===== config.mk =====
export PLATFORM = sky130hd
export DESIGN_NAME = flash_cmd_check_sector_erase
export DESIGN_NICKNAME = d
export VERILOG_FILES = /design/src/verilog/flash_cmd_pkg.sv /design/src/verilog/flash_cmd_check_sector_erase.sv
export VERILOG_INCLUDE_DIRS = /design/src /design/src/verilog
export SDC_FILE = /design/constraint.sdc
export NUM_CORES = 1
export LEC_CHECK = 0
export BUFFER_PORTS_ARGS = -buffer_cell sky130_fd_sc_hd__buf_2
export CAP_MARGIN = 20
export CELL_PAD_IN_SITES_DETAIL_PLACEMENT = 0
export CELL_PAD_IN_SITES_GLOBAL_PLACEMENT = 1
export CORE_MARGIN = 2
export CORE_UTILIZATION = 40
export DETAILED_ROUTE_END_ITERATION = 6
export PLACE_DENSITY_LB_ADDON = 0.1
export SLEW_MARGIN = 20
export SYNTH_ARGS = -nofsm -noshare
export SYNTH_HDL_FRONTEND = slang
export SYNTH_SLANG_ARGS = --single-unit

===== constraint.sdc =====
create_clock -name core_clk_in -period 7.65 [get_ports core_clk_in]
set_input_delay 2.295 -clock core_clk_in [delete_from_list [all_inputs] [get_ports core_clk_in]]
set_output_delay 2.295 -clock core_clk_in [all_outputs]
set_load 0.01 [all_outputs]

===== src/verilog/flash_cmd_defs.svh =====
// constants for the flash command checking and sequencing block
`ifndef FLASH_CMD_DEFS_SVH
`define FLASH_CMD_DEFS_SVH
`define CMD_ERASE_ALL       8'h08
`define CMD_UNSECURE        8'h0B
`define CMD_USER_MARGIN     8'h0D
`define CMD_FIELD_MARGIN    8'h0E
`define CMD_FULL_PARTITION  8'h0F
`define CMD_ERASE_VERIFY    8'h10
`define CMD_PROGRAM_DF      8'h11
`define CMD_ERASE_SECTOR    8'h12
`define CMD_EEE_ENABLE      8'h13
`define CMD_EEE_DISABLE     8'h14
`define CMD_EEE_QUERY       8'h15
`define CMD_PARTITION_DF    8'h20
`define IDX_MIN_PROGRAM     3'h2
`define IDX_MAX_PROGRAM     3'h5
`define IDX_ADDR_HI         3'h0
`define IDX_ADDR_LO         3'h1
`define DIV_RESET           7'h00
`define ADDR_WORD_BIT       0
`define DF_BLOCK_ID         7'h10
`define DF_BLOCK_BASE       23'h100000
`define DF_BLOCK_END        23'h107FFF
`define DF_SECTOR_MASK      23'h7FFF00
`define FCLK_PRESCALE       8'h04
`define ERASE_FCLK_TICKS    16'h0100
`define PROGRAM_FCLK_TICKS  16'h0020
`define VERIFY_FCLK_TICKS   16'h0008
`endif


===== src/verilog/flash_cmd_pkg.sv =====
// types for the flash command checking and sequencing block
package flash_cmd_pkg;
  typedef enum logic [2:0]
  {
    ST_IDLE   = 3'b000,
    ST_CHECK  = 3'b001,
    ST_RUN    = 3'b011,
    ST_VERIFY = 3'b010,
    ST_DONE   = 3'b110
  } seq_state_e;

  typedef struct packed
  {
    logic       access_error_flag;
    logic       protection_violation_flag;
    logic       command_complete_flag;
    logic       verify_error_status;
    logic       verify_fatal_error_status;
  } flash_status_s;

  typedef struct packed
  {
    logic       single_fault_detect_flag;
    logic       double_fault_detect_flag;
    logic [22:0] capture_addr;
    logic [15:0] capture_data;
    logic [5:0]  capture_parity;
  } ecc_capture_s;
endpackage


===== src/verilog/flash_cmd_check_sector_erase.sv =====
// flash command checker and sector erase / program sequencer
//
// Function
// [RULE1] program or erase before divider written sets access error, command dropped
// [RULE2] unsupported command code sets access error, sequence dropped
// [RULE3] reading the busy block returns invalid data, not array contents
// [RULE4] such read sets both fault flags if neither set, captures address, zero data
// [RULE5] software clears access error and protection flags before new sequence
// [RULE6] program with object index below 010 or above 101 sets access error
// [RULE7] program launched while load-data-field sequence active sets access error
// [RULE8] command not allowed in current mode sets access error
// [RULE9] invalid global address or odd word address sets access error
// [RULE10] address in emulated eeprom or group past block end sets access error
// [RULE11] verify sets error status on any error, fatal status on uncorrectable
// [RULE12] sector erase clears every address of one user-partition sector only
// [RULE13] software puts code 0x12 and block address bits at index 000
// [RULE14] software puts lower address bits of the sector at index 001
// [RULE15] launch erases and verifies sector, then sets command complete
// [RULE16] divider-loaded bit sets on first divider write; gates program and erase; code ignores a divider write made while command complete is low
// [RULE17] launches while command complete is low are ignored
`include "flash_cmd_defs.svh"

module flash_cmd_check_sector_erase
  import flash_cmd_pkg::*;
(
  // clock and reset
  input  wire logic          core_clk_in,
  input  wire logic          resetn_in,
  // divider register
  input  wire logic          div_wr_in,
  input  wire logic [6:0]    div_wdata_in,
  output logic      [7:0]    flash_clock_divider_reg_out,
  // command object
  input  wire logic [7:0]    cmd_code_in,
  input  wire logic [22:0]   cmd_addr_in,
  input  wire logic [2:0]    command_object_index_in,
  input  wire logic [1:0]    word_count_in,
  input  wire logic          launch_in,
  input  wire logic          load_data_active_in,
  input  wire logic          special_mode_in,
  input  wire logic [22:0]   eee_base_in,
  // status clears, write one to clear
  input  wire logic          clear_access_error_in,
  input  wire logic          clear_protection_in,
  input  wire logic          clear_faults_in,
  // array and verify results
  input  wire logic          verify_fail_in,
  input  wire logic          verify_fatal_in,
  // read port
  input  wire logic          rd_en_in,
  input  wire logic [22:0]   rd_addr_in,
  input  wire logic [15:0]   array_data_in,
  output logic      [15:0]   rd_data_out,
  // status and array control
  output flash_status_s      flash_status_reg_out,
  output ecc_capture_s       ecc_error_capture_regs_out,
  output logic               array_erase_out,
  output logic               array_program_out,
  output logic      [22:0]   array_addr_out
);

  // ------------------------------------------------------------
  // reset release
  // ------------------------------------------------------------
  logic rst_meta_r;
  logic rst_n_r;
  always_ff @(posedge core_clk_in or negedge resetn_in)
  begin
    if (!resetn_in)
    begin
      rst_meta_r <= 1'b0;
      rst_n_r    <= 1'b0;
    end
    else
    begin
      rst_meta_r <= 1'b1;
      rst_n_r    <= rst_meta_r;
    end
  end

  // ------------------------------------------------------------
  // helpers
  // ------------------------------------------------------------
  function automatic logic in_block(input logic [22:0] a);
    in_block = (a >= `DF_BLOCK_BASE) && (a <= `DF_BLOCK_END);
  endfunction
  function automatic logic known_code(input logic [7:0] c);
    case (c)
      `CMD_ERASE_ALL, `CMD_UNSECURE, `CMD_USER_MARGIN, `CMD_FIELD_MARGIN,
      `CMD_FULL_PARTITION, `CMD_ERASE_VERIFY, `CMD_PROGRAM_DF,
      `CMD_ERASE_SECTOR, `CMD_EEE_ENABLE, `CMD_EEE_DISABLE,
      `CMD_EEE_QUERY, `CMD_PARTITION_DF:
        known_code = 1'b1;
      default:
        known_code = 1'b0;
    endcase
  endfunction

  // ------------------------------------------------------------
  // state
  // ------------------------------------------------------------
  seq_state_e    state_r, state_nxt;
  logic [6:0]    div_r, div_nxt;
  logic          divld_r, divld_nxt;
  flash_status_s stat_r, stat_nxt;
  ecc_capture_s  ecc_r, ecc_nxt;
  logic [7:0]    code_r, code_nxt;
  logic [22:0]   addr_r, addr_nxt;
  logic [22:0]   end_r, end_nxt;
  logic [7:0]    pre_r, pre_nxt;
  logic [15:0]   ticks_r, ticks_nxt;
  logic [15:0]   rd_data_r, rd_data_nxt;
  logic          is_prog;
  logic          is_erase;
  logic          bad;
  logic [22:0]   last_addr;
  logic          busy_hit;
  always_comb
  begin
    is_prog   = (cmd_code_in == `CMD_PROGRAM_DF);
    is_erase  = (cmd_code_in == `CMD_ERASE_SECTOR);
    last_addr = cmd_addr_in + {20'h00000, word_count_in, 1'b0};
    bad       = 1'b0;
    if ((is_prog || is_erase || cmd_code_in == `CMD_ERASE_ALL) && !divld_r)
      bad = 1'b1;                                               // RULE1 RULE16
    if (!known_code(cmd_code_in))
      bad = 1'b1;                                               // RULE2
    if (cmd_code_in == `CMD_FIELD_MARGIN && !special_mode_in)
      bad = 1'b1;                                               // RULE8
    if (is_prog)
    begin
      if (command_object_index_in < `IDX_MIN_PROGRAM ||
          command_object_index_in > `IDX_MAX_PROGRAM)
        bad = 1'b1;                                             // RULE6
      if (load_data_active_in)
        bad = 1'b1;                                             // RULE7
      if (!in_block(cmd_addr_in) || cmd_addr_in[`ADDR_WORD_BIT])
        bad = 1'b1;                                             // RULE9
      if (cmd_addr_in >= eee_base_in || !in_block(last_addr) ||
          last_addr >= eee_base_in)
        bad = 1'b1;                                             // RULE10
    end
    if (is_erase && (cmd_addr_in[22:16] != `DF_BLOCK_ID ||
        !in_block(cmd_addr_in) || cmd_addr_in >= eee_base_in))
      bad = 1'b1;                                               // RULE12
  end

  // limitation: the whole data-flash block is treated as one busy target
  assign busy_hit = rd_en_in && !stat_r.command_complete_flag && in_block(rd_addr_in);
  always_comb
  begin
    state_nxt   = state_r;
    div_nxt     = div_r;
    divld_nxt   = divld_r;
    stat_nxt    = stat_r;
    ecc_nxt     = ecc_r;
    code_nxt    = code_r;
    addr_nxt    = addr_r;
    end_nxt     = end_r;
    pre_nxt     = pre_r;
    ticks_nxt   = ticks_r;
    rd_data_nxt = rd_data_r;
    // divider is write once and held steady while a command runs
    if (div_wr_in && !divld_r && stat_r.command_complete_flag)
    begin
      div_nxt   = div_wdata_in;
      divld_nxt = 1'b1;                                         // RULE16
    end
    if (clear_access_error_in)
      stat_nxt.access_error_flag = 1'b0;
    if (clear_protection_in)
      stat_nxt.protection_violation_flag = 1'b0;
    if (clear_faults_in)
    begin
      ecc_nxt.single_fault_detect_flag = 1'b0;
      ecc_nxt.double_fault_detect_flag = 1'b0;
    end
    // reads: invalid data while own algorithm runs
    if (rd_en_in)
      rd_data_nxt = busy_hit ? 16'h0000 : array_data_in;        // RULE3
    if (busy_hit && !ecc_r.single_fault_detect_flag && !ecc_r.double_fault_detect_flag)
    begin
      ecc_nxt.single_fault_detect_flag = 1'b1;                  // RULE4
      ecc_nxt.double_fault_detect_flag = 1'b1;
      ecc_nxt.capture_addr             = rd_addr_in;
      ecc_nxt.capture_data             = 16'h0000;
      ecc_nxt.capture_parity           = 6'h00;
    end
    // fclk tick from divided clock
    if (state_r == ST_RUN || state_r == ST_VERIFY)
      pre_nxt = (pre_r == 8'h00) ? ({1'b0, div_r} + `FCLK_PRESCALE) : pre_r - 8'h01;
    case (state_r)
      ST_IDLE:
      begin
        // software must have cleared old errors first; a stale flag blocks launch
        if (launch_in && stat_r.command_complete_flag &&            // RULE17
            !stat_r.access_error_flag && !stat_r.protection_violation_flag) // RULE5
        begin
          if (bad)
            stat_nxt.access_error_flag = 1'b1;                  // RULE2
          else
          begin
            stat_nxt.command_complete_flag     = 1'b0;
            stat_nxt.verify_error_status       = 1'b0;
            stat_nxt.verify_fatal_error_status = 1'b0;
            code_nxt  = cmd_code_in;
            addr_nxt  = is_erase ? (cmd_addr_in & `DF_SECTOR_MASK) : cmd_addr_in; // RULE13 RULE14
            end_nxt   = is_erase ? ((cmd_addr_in & `DF_SECTOR_MASK) | 23'h0000FF)
                                 : last_addr;
            ticks_nxt = is_erase ? `ERASE_FCLK_TICKS : `PROGRAM_FCLK_TICKS;
            pre_nxt   = {1'b0, div_r};
            state_nxt = ST_CHECK;
          end
        end
      end
      ST_CHECK:
        state_nxt = ST_RUN;
      ST_RUN:
      begin
        if (pre_r == 8'h00)
        begin
          if (ticks_r == 16'h0000)
          begin
            ticks_nxt = `VERIFY_FCLK_TICKS;
            state_nxt = ST_VERIFY;                              // RULE15
          end
          else
            ticks_nxt = ticks_r - 16'h0001;
        end
      end
      ST_VERIFY:
      begin
        if (verify_fail_in)
          stat_nxt.verify_error_status = 1'b1;                  // RULE11
        if (verify_fatal_in)
          stat_nxt.verify_fatal_error_status = 1'b1;            // RULE11
        if (pre_r == 8'h00)
        begin
          if (ticks_r == 16'h0000)
            state_nxt = ST_DONE;
          else
            ticks_nxt = ticks_r - 16'h0001;
        end
      end
      ST_DONE:
      begin
        stat_nxt.command_complete_flag = 1'b1;                  // RULE15
        state_nxt = ST_IDLE;
      end
      default:
        state_nxt = ST_IDLE;
    endcase
  end

  always_ff @(posedge core_clk_in or negedge rst_n_r)
  begin
    if (!rst_n_r)
    begin
      state_r   <= ST_IDLE;
      div_r     <= `DIV_RESET;
      divld_r   <= 1'b0;
      stat_r    <= '{1'b0, 1'b0, 1'b1, 1'b0, 1'b0};
      ecc_r     <= '0;
      code_r    <= 8'h00;
      addr_r    <= 23'h000000;
      end_r     <= 23'h000000;
      pre_r     <= 8'h00;
      ticks_r   <= 16'h0000;
      rd_data_r <= 16'h0000;
    end
    else
    begin
      state_r   <= state_nxt;
      div_r     <= div_nxt;
      divld_r   <= divld_nxt;
      stat_r    <= stat_nxt;
      ecc_r     <= ecc_nxt;
      code_r    <= code_nxt;
      addr_r    <= addr_nxt;
      end_r     <= end_nxt;
      pre_r     <= pre_nxt;
      ticks_r   <= ticks_nxt;
      rd_data_r <= rd_data_nxt;
    end
  end

  // ------------------------------------------------------------
  // outputs
  // ------------------------------------------------------------
  assign flash_clock_divider_reg_out = {divld_r, div_r};
  assign flash_status_reg_out        = stat_r;
  assign ecc_error_capture_regs_out  = ecc_r;
  assign rd_data_out                 = rd_data_r;
  assign array_erase_out   = (state_r == ST_RUN) && (code_r == `CMD_ERASE_SECTOR); // RULE12
  assign array_program_out = (state_r == ST_RUN) && (code_r == `CMD_PROGRAM_DF);
  assign array_addr_out    = (state_r == ST_RUN) ? addr_r : end_r;

endmodule


# ---- Word level (Yosys, flattened, before mapping)
# Index checks and enable logic that the tools add are counted.
dict set report word_totals {
  reg_bits 136
  in_bits 117
  out_inout_bits 101
}
dict set report op_classes {
  addsub 4
  magnitude_cmp 10
  eq_ne 28
  mux 46
  bitwise 1
  reduce_logical 47
}
# cell count
set op_table {}
lappend op_table {{2-to-1 mux 16 bit} 7}
lappend op_table {{>= comparator 23 x 21 -> 1 bit, second input constant} 3}
lappend op_table {{less-or-equal comparator 23 x 21 -> 1 bit, second input constant} 3}
lappend op_table {{equality test 8 x 5 -> 1 bit, second input constant} 8}
lappend op_table {{2-to-1 mux 8 bit} 6}
lappend op_table {{case mux 16 bit (3 select lines)} 1}
lappend op_table {{2-to-1 mux 47 bit} 1}
lappend op_table {{>= comparator 23 bit} 2}
lappend op_table {{2-to-1 mux 23 bit} 2}
lappend op_table {{equality test 8 x 4 -> 1 bit, second input constant} 5}
lappend op_table {{2-to-1 mux 3 bit} 8}
lappend op_table {{adder 23 x 3 -> 23 bit} 1}
lappend op_table {{logical AND 1 bit} 16}
lappend op_table {{logical NOT 16 bit} 1}
lappend op_table {{2-to-1 mux 1 bit} 16}
lappend op_table {{subtractor 16 x 1 -> 16 bit, second input constant} 1}
lappend op_table {{!= test 2 bit, second input constant} 7}
lappend op_table {{case mux 3 bit (4 select lines)} 1}
lappend op_table {{AND reduction 6 bit} 2}
lappend op_table {{OR reduction 12 bit} 1}
lappend op_table {{logical OR 1 bit} 9}
lappend op_table {{2-to-1 mux 9 bit} 1}
lappend op_table {{adder 7 x 3 -> 8 bit, second input constant} 1}
lappend op_table {{equality test 8 x 6 -> 1 bit, second input constant} 1}
lappend op_table {{19 further kinds} 32}

# ---- Depth between registers and ports, before layout
dict set report depth {
  depth_word 16
  depth_mapped 20
  depth_no_buf 17
}

# ---- Worst setup path before layout
# OpenSTA, ideal clock, no wires.
dict set report synth_timing {
  kind {input to register}
  startpoint {input cmd_addr_in[1]}
  endpoint {register addr_r[16]}
  arrival_ns 5.588
  required_ns 7.522
  setup_slack_ns 1.935
  stages 18
  path_cell_list {ha_1 > fa_1 > nand2_1 > nor2_1 > nand3_1 > nor2_1 > nand3_1 > xnor2_1 > ha_1 > nor2b_1 > o21ai_0 > nand4_1 > o31ai_1 > a31oi_1 > or3_1 > clkbuf_1 > buf_2 > mux2_1}
}
dict set report synth_via {
  elab_chain_len 11
  elab_cells_between_ends 23
  cone_classes {add/sub (1); order compare (6); mux (4); bitwise (1); reduce/logical (11)}
}
# element line
set synth_lines {}
lappend synth_lines {{start: declaration} flash_cmd_check_sector_erase.sv:35} ;# input wire logic [22:0] cmd_addr_in,
lappend synth_lines {{adder 23 x 3 -> 23 bit} flash_cmd_check_sector_erase.sv:122} ;# last_addr = cmd_addr_in + {20'h00000, word_count_in, 1'b0};
lappend synth_lines {{>= comparator 23 x 21 -> 1 bit (no line) / less-or-equal comparator 23 x 21 -> 1 bit (equally long branches)} n/a}
lappend synth_lines {{logical AND 1 bit} flash_cmd_check_sector_erase.sv:85} ;# in_block = (a >= `DF_BLOCK_BASE) && (a <= `DF_BLOCK_END);
lappend synth_lines {{logical NOT 1 bit} flash_cmd_check_sector_erase.sv:139} ;# if (cmd_addr_in >= eee_base_in || !in_block(last_addr) ||
lappend synth_lines {{logical OR 1 bit (2 in a row)} flash_cmd_check_sector_erase.sv:139}
lappend synth_lines {{2-to-1 mux 1 bit} flash_cmd_check_sector_erase.sv:139}
lappend synth_lines {{2-to-1 mux 1 bit} flash_cmd_check_sector_erase.sv:130} ;# if (is_prog)
lappend synth_lines {{2-to-1 mux 1 bit *} flash_cmd_check_sector_erase.sv:143} ;# if (is_erase && (cmd_addr_in[22:16] != `DF_BLOCK_ID ||
lappend synth_lines {{NOT 1 bit (no line) *} n/a}
lappend synth_lines {{AND reduction 3 bit (no line) *} n/a}
lappend synth_lines {{end signal: assignment} flash_cmd_check_sector_erase.sv:279} ;# addr_r <= addr_nxt;
lappend synth_lines {{end: declaration} flash_cmd_check_sector_erase.sv:108} ;# logic [22:0] addr_r, addr_nxt;
# Mark *: on every way between the ends. The rest lies on a longest branch, timed or not.
# A chain may end at the register's enable or synchronous reset.

# ---- Final worst setup path
dict set report layout_timing {
  startpoint {input cmd_addr_in[1]}
  endpoint {register addr_r[17]}
}
# The elaborated chain is that of the path after synthesis.

==> results.toml <==
[grt]
use_met2 = 0.315
grt_most_used_layer = "met2"
global_route.usage.met3 = 0.0336
met1_usage = 0.277
grt_max_degree = 73
grt_pass1_wl_um = 34100
first_global_vias = 6410
grt_overflow = 0
grt.total_usage = 0.197
antenna_found_initial = 1

[pwr]
leakage_uw = 0.00492
vdd_ir_drop_max_mv = 0.138
power_density_mw_per_mm2 = 187
power_uw = 1850

[cts]
cts.sinks = 135
cts_buffer_depth = 2
cts_hold_buf = 0
cts_tree = "built"
cts_made_buffers = 17
post_cts_resized = 0
clk_pin_slew_ns = 0.06
htreeDepth = 4
clock_latency_ns = 0.43
cts-root-buf = "clkbuf_16"
post_cts_buffers = 0

[synthesis]
synthTopCellsByArea = "dfrtp_1 (41%), mux2_2 (8.5%), ha_1 (7.3%)"
syn-mean-instance-area_um2 = 9.52
netlist_instances = 865
ys_top_cells_by_count = "dfrtp_1 (134), nand2_1 (91), mux2_2 (62), inv_1 (57), o21ai_0 (51)"
synth_edf_count = 0
synth-main-ff-cell = "dfrtp_1"
synth.largest_area_cell = "dfrtp_1"
synth_top_area_frac = 0.407
ys_types = 71
yosysMostFrequentCell = "dfrtp_1"
async_reset_ff_frac = 1.00
netlist_area_mm2 = 0.00824
seq_area_frac_synth = 0.410
ys_warn_count = 0
yosys_register_bits = 135

[timing]
finalSetupTns_ns = 0
rsz0062_at_grt = "false"
fmax_mhz = 161
fin_skew_ns = 0.0134
fin_ws_ns = 1.42
fin_crit_ns = 6.23
slew_headroom = 0.392
hold_viol = 0
period_share = 0.814
tightest_slew_ns = 0.912
setup_viol = 0
slew_violations = 0

[place]
numPlacedInstances = 1289
port-buffer-count = 192
gp_congestion = 0.824
dp_hpwl_um = 15600
place_ws_ns = 0.938

[worst_hold_path]
hold_path_end = "rst_n_r"
hp-class = "reg -> reg"
worstHoldPathCells = 0
worstHoldStart = "rst_meta_r"

[critical_path]
worstReg2RegEnd = "ticks_r[9]"
cp_max_fo = 59
crit_path_cell_trace = "buf_2 -> ha_1 -> fa_1 -> nand2_1 -> nor2_1 -> nand3_1 -> nor2_1 -> nand3_1 -> xnor2_1 -> ha_1 -> nor2b_1 -> o21ai_0 -> nand4_1 -> o31ai_1 -> a31oi_1 -> or3_2 -> buf_4 -> mux2_1"
cp.arrival_ns = 6.54
timing.rr.start = "ticks_r[0]"
slowest_stage = "or3_2"
reg2reg_slack_ns = 3.98
end_kind = "register"
worst-setup-path-type = "in -> reg"
start_kind = "input pin"
required_ns = 7.96
crit_path_max_incr_delay_ns = 0.50
ff2ff_path_depth = 11

[status]
outcome = "complete, no violations"

[floorplan]
start_util = 0.407
die_area_mm2 = 0.0218
core.rowCount = 52
die_w_um = 148
io_pins = 218
die_h_um = 148
coreArea_mm2 = 0.0202

[job]
drv_cap = 0

[finish]
instances_no_fill = 1322
multiInputGateArea_mm2 = 0.00437
area_delta_synth_final_pct = 19.9
fin_nets = 1204
fill_cells = 1972
drive_gt1_frac = 0.295
regArea_mm2 = 0.00338

[routing]
ant_nets = 0
drt_pre_antenna_iters = 4
drtIter0Drc = 313
vias_per_cell = 5.11
wl_per_cell_um = 15.9
drc = 0
wl_um = 21000
via_count = 6751
==> how the worst max path moves through the flow <==
stage | from | endpoint
2_1_floorplan | cmd_addr_in[1] | addr_r[16]
3_3_place_gp | cmd_addr_in[1] | addr_r[17]
3_5_place_dp | cmd_addr_in[1] | addr_r[17]
4_1_cts | cmd_addr_in[1] | addr_r[17]
5_1_grt | cmd_addr_in[1] | addr_r[17]
6_report | cmd_addr_in[1] | addr_r[17]
==> per-layer routing <==
metal	up-vias	share of wire
met5	-	0
met4	0	0.0099
met3	12	0.037
met2	150	0.47
met1	3212	0.48
li1	3377	-
==> where the power goes <==
group	internal, uW	leakage [uW]	switching, uW
combinational	127	0.00292	150
sequential	746	0.00173	37.5
clock	427	0.000270	364
total	1300	0.00492	551
==> final cells by class <==
| type | instances | share of cell area |
|---|---|---|
| sequential | 135 | 0.343 |
| timing repair buffer | 198 | 0.102 |
| multi-input combinational | 629 | 0.443 |
| tap | 270 | 0.0342 |
| clock buffer | 17 | 0.0431 |
| antenna | 1 | 0.000253 |
| clock inverter | 15 | 0.0136 |
| inverter | 57 | 0.0217 |
==> placed cells by master (no fill, tap or decap), drive strengths merged, types with 18 or more instances in the layout <==
| cell | netlist | final |
|---|---|---|
| a21oi | 29 | 29 |
| buf | 37 | 198 |
| conb | 2 | 24 |
| dfrtp | 134 | 134 |
| ha | 48 | 48 |
| inv | 57 | 65 |
| mux2 | 71 | 71 |
| nand2 | 92 | 92 |
| nand3 | 25 | 25 |
| nor2 | 42 | 42 |
| o21ai | 55 | 55 |
| o22ai | 23 | 23 |
| xnor2 | 22 | 22 |
| xor2 | 18 | 18 |
==> through the flow <==
stage / utilization / hold WS (ns) / instance area, um2
after floorplan: - / 0.331 / 8320
after global placement: 0.460 / 0.336 / 9320
after detailed placement: 0.460 / 0.347 / 9320
after CTS: 0.488 / 0.361 / 9870
after global routing: 0.488 / 0.369 / 9880
final: 0.488 / 0.360 / 9880
==> critical path: cells and delay by family <==
family | cells | cell delay [ns]
compound gates | 3 | 0.63
xor+xnor | 1 | 0.14
fa+ha+maj | 3 | 0.74
buf+inv | 2 | 0.44
mux | 1 | 0.37
simple gates | 8 | 1.88
==> flip-flops by register name, summed over array words and instances, names as in the netlist <==
| register | cells |
|---|---|
| flash_status_reg_out | 4 |
| rst_meta_r | 1 |
| addr_r | 23 |
| code_r | 8 |
| end_r | 23 |
| rd_data_out | 16 |
| ticks_r | 16 |
| divld_r | 1 |
| state_r | 3 |
| pre_r | 8 |
| div_r | 7 |
| ecc_error_capture_regs_out | 24 |
| rst_n_r | 1 |
==> cell families (layout without fill, tap and decap cells) <==
family,Yosys count,in the layout,share of synthesized area
AOI/OAI and AO/OA,173,173,0.131
xor gates and xnor gates,41,41,0.0453
adders and majority gates,50,50,0.0765
buffers and inverters,123,287,0.0690
DFF,135,135,0.410
muxes,71,71,0.0971
other,2,25,0.000912
and+or+nand+nor,270,270,0.170
Note: power is estimated with default switching activity, not from simulation.
